[src/eoc_pkg.sv]
// Package for the external oscillator mode control block.
// Assumes one 25 MHz core clock and a plain byte-wide register port.
package eoc_pkg;
  localparam logic [7:0] EOC_CTRL_ADDR = 8'hB1;
  localparam logic [7:0] EOC_CTRL_RESET = 8'h00;
  localparam int EOC_VALID_BIT = 7;
  localparam int EOC_MODE_MSB = 6;
  localparam int EOC_MODE_LSB = 4;
  localparam int EOC_RANGE_MSB = 2;
  localparam int EOC_RANGE_LSB = 0;
  localparam logic [2:0] EOC_MODE_PIN = 3'h2;
  localparam logic [2:0] EOC_MODE_PIN_DIV2 = 3'h3;
  localparam logic [2:0] EOC_MODE_XTAL = 3'h6;
  // Settling time the crystal must show steady edges before it counts as stable.
  localparam int EOC_SETTLE_US = 1000;
  localparam int EOC_CLK_MHZ = 25;
  localparam int EOC_SETTLE_CYCLES = EOC_SETTLE_US * EOC_CLK_MHZ;
  localparam int EOC_CNT_W = 16;

  // Oscillator control bundle sent to the analog block.
  typedef struct packed {
    logic ext_en;
    logic xtal_mode;
    logic rc_mode;
    logic [2:0] freq_range;
  } eoc_analog_s;
endpackage

[src/eoc_ctrl.sv]
// External oscillator mode control: register, mode decode, clock selection, crystal valid.
// Assumes the analog oscillator and input pin are sampled as asynchronous levels.
`timescale 1ns/1ps
module eoc_ctrl #(
  parameter int SETTLE_CYCLES = eoc_pkg::EOC_SETTLE_CYCLES
) (
  // Clock and reset.
  input wire logic i_clk,
  input wire logic i_arst_n,
  // Register port.
  input wire logic [7:0] i_reg_addr,
  input wire logic i_reg_wr,
  input wire logic [7:0] i_reg_wdata,
  output logic [7:0] o_reg_rdata,
  // Clock source select from the internal oscillator control.
  input wire logic i_sysclk_source_sel,
  // External sources.
  input wire logic i_osc_input_pin,
  input wire logic i_ext_osc_out,
  // Outputs to the analog side and the clock mux.
  output eoc_pkg::eoc_analog_s o_analog,
  output logic o_int_osc_en,
  output logic o_ext_clk,
  output logic o_use_ext_clk
);
  logic [1:0] rst_sync;
  logic rst_n;
  logic [2:0] mode;
  logic [2:0] range;
  logic [2:0] next_mode;
  logic [2:0] next_range;
  logic [2:0] pin_sync;
  logic [2:0] osc_sync;
  logic pin_lvl;
  logic osc_lvl;
  logic next_pin_lvl;
  logic next_osc_lvl;
  logic div_q;
  logic next_div_q;
  logic ext_clk;
  logic next_ext_clk;
  logic [eoc_pkg::EOC_CNT_W-1:0] settle_cnt;
  logic [eoc_pkg::EOC_CNT_W-1:0] next_settle_cnt;
  logic valid;
  logic next_valid;
  logic pin_mode;
  logic div_mode;
  logic rc_mode;
  logic xtal_mode;
  logic src_lvl;
  logic src_edge;

  // Reset release through two flip-flops.
  always_ff @(posedge i_clk or negedge i_arst_n) begin
    if (!i_arst_n) begin
      rst_sync <= 2'h0;
    end else begin
      rst_sync <= {rst_sync[0], 1'b1};
    end
  end
  assign rst_n = rst_sync[1];

  // Mode decode.
  assign pin_mode = (mode == eoc_pkg::EOC_MODE_PIN) || (mode == eoc_pkg::EOC_MODE_PIN_DIV2);
  assign rc_mode = (mode[2:1] == 2'h2);
  assign xtal_mode = (mode == eoc_pkg::EOC_MODE_XTAL);
  assign div_mode = (mode == eoc_pkg::EOC_MODE_PIN_DIV2) || rc_mode;
  assign src_lvl = pin_mode ? pin_lvl : osc_lvl;
  assign src_edge = pin_mode ? (pin_sync[1] == pin_sync[2] && pin_sync[2] != pin_lvl)
                             : (osc_sync[1] == osc_sync[2] && osc_sync[2] != osc_lvl);

  // Next register, filter, divider and settle values.
  always_comb begin
    next_mode = mode;
    next_range = range;
    if (i_reg_wr && i_reg_addr == eoc_pkg::EOC_CTRL_ADDR) begin
      next_mode = i_reg_wdata[eoc_pkg::EOC_MODE_MSB:eoc_pkg::EOC_MODE_LSB];
      next_range = i_reg_wdata[eoc_pkg::EOC_RANGE_MSB:eoc_pkg::EOC_RANGE_LSB];
    end
    next_pin_lvl = (pin_sync[1] == pin_sync[2]) ? pin_sync[2] : pin_lvl;
    next_osc_lvl = (osc_sync[1] == osc_sync[2]) ? osc_sync[2] : osc_lvl;
    next_div_q = div_q;
    if (src_edge && src_lvl == 1'b0) begin
      next_div_q = ~div_q;
    end
    next_ext_clk = 1'b0;
    if (pin_mode || rc_mode || xtal_mode) begin
      next_ext_clk = div_mode ? div_q : src_lvl;
    end
    next_settle_cnt = settle_cnt;
    next_valid = valid;
    if (!xtal_mode) begin
      next_settle_cnt = '0;
      next_valid = 1'b0;
    end else if (src_edge && !valid) begin
      if (settle_cnt >= SETTLE_CYCLES[eoc_pkg::EOC_CNT_W-1:0] / 2) begin
        next_valid = 1'b1;
      end else begin
        next_settle_cnt = settle_cnt + 1'b1;
      end
    end
  end

  // Register stage.
  always_ff @(posedge i_clk or negedge rst_n) begin
    if (!rst_n) begin
      mode <= eoc_pkg::EOC_CTRL_RESET[eoc_pkg::EOC_MODE_MSB:eoc_pkg::EOC_MODE_LSB];
      range <= eoc_pkg::EOC_CTRL_RESET[eoc_pkg::EOC_RANGE_MSB:eoc_pkg::EOC_RANGE_LSB];
      pin_sync <= 3'h0;
      osc_sync <= 3'h0;
      pin_lvl <= 1'b0;
      osc_lvl <= 1'b0;
      div_q <= 1'b0;
      ext_clk <= 1'b0;
      settle_cnt <= '0;
      valid <= 1'b0;
    end else begin
      mode <= next_mode;
      range <= next_range;
      pin_sync <= {pin_sync[1:0], i_osc_input_pin};
      osc_sync <= {osc_sync[1:0], i_ext_osc_out};
      pin_lvl <= next_pin_lvl;
      osc_lvl <= next_osc_lvl;
      div_q <= next_div_q;
      ext_clk <= next_ext_clk;
      settle_cnt <= next_settle_cnt;
      valid <= next_valid;
    end
  end

  // Outputs; reset holds everything off, o_int_osc_en and o_use_ext_clk included.
  // The valid bit is masked by the crystal decode so it reads zero in the cycle the mode is left.
  assign o_reg_rdata = (i_reg_addr == eoc_pkg::EOC_CTRL_ADDR) ? {valid && xtal_mode, mode, 1'b0, range} : 8'h00;
  assign o_analog.ext_en = rst_n && (rc_mode || xtal_mode);
  assign o_analog.xtal_mode = xtal_mode;
  assign o_analog.rc_mode = rc_mode;
  assign o_analog.freq_range = range;
  assign o_int_osc_en = rst_n;
  assign o_ext_clk = ext_clk;
  assign o_use_ext_clk = rst_n && i_sysclk_source_sel;
endmodule // eoc_ctrl

[config.mk]
export PLATFORM = sky130hd
export DESIGN_NAME = eoc_ctrl
export DESIGN_NICKNAME = d
export VERILOG_FILES = /design/src/eoc_pkg.sv /design/src/eoc_ctrl.sv
export SDC_FILE = /design/constraint.sdc
export NUM_CORES = 1
export LEC_CHECK = 0
export BUFFER_PORTS_ARGS = -buffer_cell sky130_fd_sc_hd__buf_2
export CELL_PAD_IN_SITES_DETAIL_PLACEMENT = 0
export CELL_PAD_IN_SITES_GLOBAL_PLACEMENT = 1
export CORE_ASPECT_RATIO = 0.5
export CORE_MARGIN = 2
export CORE_UTILIZATION = 44
export CTS_CLUSTER_DIAMETER = 30
export CTS_CLUSTER_SIZE = 20
export DETAILED_ROUTE_END_ITERATION = 16
export PLACE_DENSITY_LB_ADDON = 0.1
export SLEW_MARGIN = 20
export SYNTH_ARGS = -nofsm -noshare
export SYNTH_HDL_FRONTEND = slang
export SYNTH_SLANG_ARGS = --single-unit
[constraint.sdc]
create_clock -name i_clk -period 4.4 [get_ports i_clk]
set_input_delay 0.66 -clock i_clk [delete_from_list [all_inputs] [get_ports i_clk]]
set_output_delay 0.66 -clock i_clk [all_outputs]
set_load 0.02 [all_outputs]
; ---- Word-level counts from Yosys, hierarchy flattened
; Index checks and enable logic that the tools add are counted.
; Widths: inputs -> output; s select.
[word_totals]
ff_bits = 35
inputBits = 22
output_inout_bits = 17
wordCells = 54
[classes]
add_sub_neg = 1
magnitude_cmp = 1
n_eq_ne = 12
mux = 11
bitwise_logic = 2
n_reduce_logical = 16
[ops]
columns = cell, n
row1 = $mux 16, 3
row2 = $add 16x1->16 const B, 1
row3 = $ge 16x14->1 const B, 1
row4 = $eq 8x8->1 const B, 1
row5 = $logic_and 1x1->1, 8
row6 = $mux 8, 1
row7 = $mux 1, 7
row8 = $eq 3x2->1 const B, 2
row9 = $logic_or 1x1->1, 5
row10 = $ne 2x1->1 const B, 2
row11 = $reduce_and 2->1, 2
row12 = $eq 3x3->1 const B, 1
row13 = $eq 1x1->1, 2
row14 = $eq 2x2->1 const B, 1
row15 = $ne 1x1->1, 2
row16 = $ne 2x2->1 const B, 1
row17 = $not 1->1, 2
row18 = $logic_not 1->1, 1

; ---- Longest topological paths before layout
[logic_depth]
ltp_word = 6
ltp_mapped = 9
mapped_depth_nobuf = 7

; ---- Worst setup path after synthesis
; No wires, ideal clock.
[synth_timing]
path_kind = reg-to-reg
from = reg settle_cnt[10] (netlist bit)
to = reg settle_cnt[0] (netlist bit)
arrival_ps = 2250
t_required_ps = 4322
setup_slack_ps = 2072
path_stages_with_launch = 7
n_path_buf = 1
synth_period_minus_slack_ps = 2328
cell_sequence = dfrtp_1 > or4_1 > a41o_1 > a311o_1 > buf_6 > or4_1 > a21oi_1
[synth_between]
elab_chain_len = 3
[synth_rtl]
columns = item, line_no
row1 = start: declaration, eoc_ctrl.sv:42  ; logic [eoc_pkg::EOC_CNT_W-1:0] settle_cnt;
row2 = start signal: assignment, eoc_ctrl.sv:126  ; settle_cnt <= next_settle_cnt;
row3 = $ge 16x14->1, eoc_ctrl.sv:96  ; if (settle_cnt >= SETTLE_CYCLES[eoc_pkg::EOC_CNT_W-1:0] / 2) begin
row4 = $ne 2x2->1 (no source line), n/a
row5 = $reduce_and 2->1 (no source line), n/a
; Every way passes these cells.
; A chain may end at the register's enable or synchronous reset.

; ---- Worst setup path after layout
[layout_timing]
from = reg mode[1]
to = out o_reg_rdata[7]
[layout_between]
elab_chain_len = 3
[layout_rtl]
columns = item, line_no
row1 = start: declaration, eoc_ctrl.sv:28  ; logic [2:0] mode;
row2 = start signal: assignment, eoc_ctrl.sv:107  ; mode <= eoc_pkg::EOC_CTRL_RESET[eoc_pkg::EOC_MODE_MSB:eoc_pkg::EOC_MODE_LSB];
row3 = start signal: assignment, eoc_ctrl.sv:118  ; mode <= next_mode;
row4 = $eq 3x3->1, eoc_ctrl.sv:66  ; assign xtal_mode = (mode == eoc_pkg::EOC_MODE_XTAL);
row5 = $logic_and 1x1->1, eoc_ctrl.sv:133  ; assign o_reg_rdata = (i_reg_addr == eoc_pkg::EOC_CTRL_ADDR) ? {valid && xtal_mode, mode, 1'b0, range} : 8'h00;
row6 = $mux 8, eoc_ctrl.sv:133
row7 = end: declaration, eoc_ctrl.sv:14  ; output logic [7:0] o_reg_rdata,
; Every way passes these cells.

==> impl_metrics.tcl <==
set metrics [dict create \
    status "completed" \
    syn2layout_area_growth_pct 17.5 \
    cp-start-kind "register" \
    reg2reg_from "settle_cnt[10]" \
    core_area_mm2 0.00388 \
    cts-root-buf "clkbuf_8" \
    io_buffers 35 \
    netlist.area_leader.share_pct 49.5 \
    fin_nets 234 \
    worst_path_max_delay_cell "dfrtp_1" \
    dp_hpwl_um 2680 \
    fin_hold_ws_ps 138 \
    switchingPower_w 0.000161 \
    via_per_inst 5.40 \
    maxCapViolations 0 \
    post-route-min-period_ps 2740 \
    skew_ps 5.37 \
    avgRoutedWirePerCell_um 14.0 \
    seqCellArea_um2 876 \
    drtPass1Iterations 4 \
    vias 1419 \
    leakage_nw 0.950 \
    worstPathArrival_ps 2080 \
    ant_nets 0 \
    clkLatencyLatePin_ps 290 \
    initial_core_util_pct 45.5 \
    place_congestion 0.827 \
    synth_top_area_cell "dfrtp_1" \
    critPathTopFamily "simple AND/OR/NAND/NOR gates" \
    critPathLaunch "mode[1]" \
    slew_headroom_pct 44.6 \
    syn_area_mm2 0.00177 \
    ys.flop_type "dfrtp_1" \
    synth_edf_count 0 \
    path_clk_slew_ps 70 \
    syn-num-nets 199 \
    total_power_w 0.000647 \
    reg2regPathDepth 5 \
    netlist_instances 173 \
    grt_overflow 0 \
    final.period_utilization_pct 62.2 \
    synth_most_common_cell "dfrtp_1" \
    dieHeight_um 48.8 \
    holdCritPathClass "in -> async" \
    clock_power_share_pct 38.5 \
    grt_max_degree 25 \
    async_flop_share_pct 100 \
    postSynthAreaPerCell_um2 10.2 \
    swShare_pct 24.9 \
    wl_um 3690 \
    grt_pass1_wl_um 6490 \
    grt_pass1_vias 1347 \
    synth_xor_area_share_pct 0.495 \
    ctsResizeCount 0 \
    die_area_mm2 0.00457 \
    synth-seq-cells 35 \
    setup_viol_count_final 0 \
    antenna_found_initial 0 \
    postCtsSetupBuffers 0 \
    grtUsageTotal_pct 18.2 \
    cts_tree "done" \
    endpoint_kind "output pin" \
    synth_top_family_by_area "simple AND/OR/NAND/NOR gates" \
    synth_commonest_cells "35 x dfrtp_1, 20 x nand2_1, 10 x and2_1, 10 x or4_1" \
    synth_compound_area_share_pct 10.7 \
    tns_ps 0 \
    vdd_drop_max_uv 173 \
    yosys_warnings 0 \
    slew_violations 0 \
    synthDistinctLibCells 40 \
    crit_buf_inv 2 \
    crit_chain "nand2_1 -> or2_2 -> inv_1 -> and3_1 -> buf_2" \
    path_class "reg -> out" \
    finalHoldViolCount 0 \
    fp-row-count 16 \
    cpPeakStageDelay_ps 440 \
    multi_input_area_um2 822 \
    ys_seq_area_share_pct 49.5 \
    rr_endpoint "settle_cnt[11]" \
    cts_max_level 2 \
    fmax_mhz 365 \
    fillerInstances 361 \
    cts_num_sinks 35 \
    power_density_mw_per_mm2 311 \
    pwr-share-comb_pct 8.1 \
    yosys.area_share.adder_pct 3.96 \
    holdBufCountCts 0 \
    cts_buffers 5 \
    dieWidth_um 93.6 \
    drive_above_1_share_pct 26.8 \
    reg2reg_slack_ps 1720 \
    synth_area_leaders "dfrtp_1 50%, nand2_1 4.2%, or4_1 4.2%, mux2_2 3.8%, and2_1 3.5%" \
    rsz0062_at_grt "no" \
    num_io_pins 39 \
    pwr-share-seq_pct 53.4 \
    worstPathRequired_ps 3740 \
    synthMuxAreaShare_pct 6.65 \
    synthSimpleGateAreaFrac_pct 23.9 \
    clock_tree.buffer_depth 2 \
    drt_iter0_markers 43 \
    antennaDiodeCount 0 \
    p_int_w 0.000486 \
    tightestPinTransition_ps 832 \
    worstPathMaxFanout 14 \
    drc 0 \
]
[worst max path at each step]
| stage | to | slack (ps) | cells past startpoint |
|---|---|---|---|
| after floorplan | settle_cnt[0] | 2070 | 6 |
| after detailed placement | settle_cnt[11] | 1750 | 5 |
| after global placement | o_reg_rdata[7] | 1430 | 5 |
| after global routing | settle_cnt[10] | 1500 | 5 |
| final | o_reg_rdata[7] | 1660 | 5 |
| after CTS | o_reg_rdata[7] | 1630 | 5 |
[power groups by stage]
stage | clock (W) | sequential, W | combinational (W)
after global routing | 0.000277 | 0.000348 | 0.0000598
after floorplan | 0 | 0.000357 | 0.0000279
after global placement | 0 | 0.000351 | 0.0000524
final | 0.000249 | 0.000345 | 0.0000524
after detailed placement | 0 | 0.000352 | 0.0000535
after CTS | 0.000260 | 0.000345 | 0.0000539
[cell usage in the layout (no fill, tap or decap), types with 5 or more instances in the layout]
cell      instances
a21oi_1           8
o31ai_1           6
buf_2            35
and2_1           10
nand2_1          20
clkbuf_8          6
dfrtp_1          35
mux2_2            6
mux2i_1           5
nand3_1           8
or4_1            10
inv_1             6
[per-layer routing]
layer  wire length (um)  part of all wire (%)  vias to the layer above  GRT usage, %
li1                   -                     -                      691             -
met1               1840                    50                      694          25.5
met2               1660                    45                       32          28.5
met3                173                   4.7                        2          5.56
met4                 14                  0.38                        0          3.62
met5                  0                     0                        -             0
[cell type report]
cell class,instances,share of cell area [%]
sequential,35,42.2
clock inverter,2,0.783
inverter,6,1.08
multi-input combinational,123,39.6
tap,54,3.25
timing repair buffer,37,9.16
clock buffer,6,3.98
[stage by stage]
step / cells / utilization [%] / setup WS (ps) / instance area [um2]
final: 263 / 53.5 / 1660 / 2080
after global routing: 263 / 53.5 / 1500 / 2080
after CTS: 263 / 53.5 / 1630 / 2080
after detailed placement: 255 / 50.9 / 1750 / 1980
after global placement: 255 / 50.8 / 1430 / 1970
after floorplan: 173 / - / 2070 / 1770
[cells by family after synthesis]
family / after synthesis
AOI/OAI and AO/OA: 27
xor gates and xnor gates: 1
adders and majority gates: 6
buffers and inverters: 15
DFF: 35
muxes: 11
other: 2
and+or+nand+nor: 76
[registers in the layout, summed over array words and instances, names as in the netlist]
signal / cells
range: 3
div_q: 1
pin_lvl: 1
o_ext_clk: 1
mode: 3
osc_lvl: 1
settle_cnt: 16
osc_sync: 3
pin_sync: 3
valid: 1
rst_sync: 2
[worst register-to-register path: stages (launching register included)]
cell and delay [ps]:
dfrtp_1 420, or4_1 570, a41o_1 230, a311o_1 630, or4_1 600, a21oi_1 160
Power figures use the tool's default switching activity.
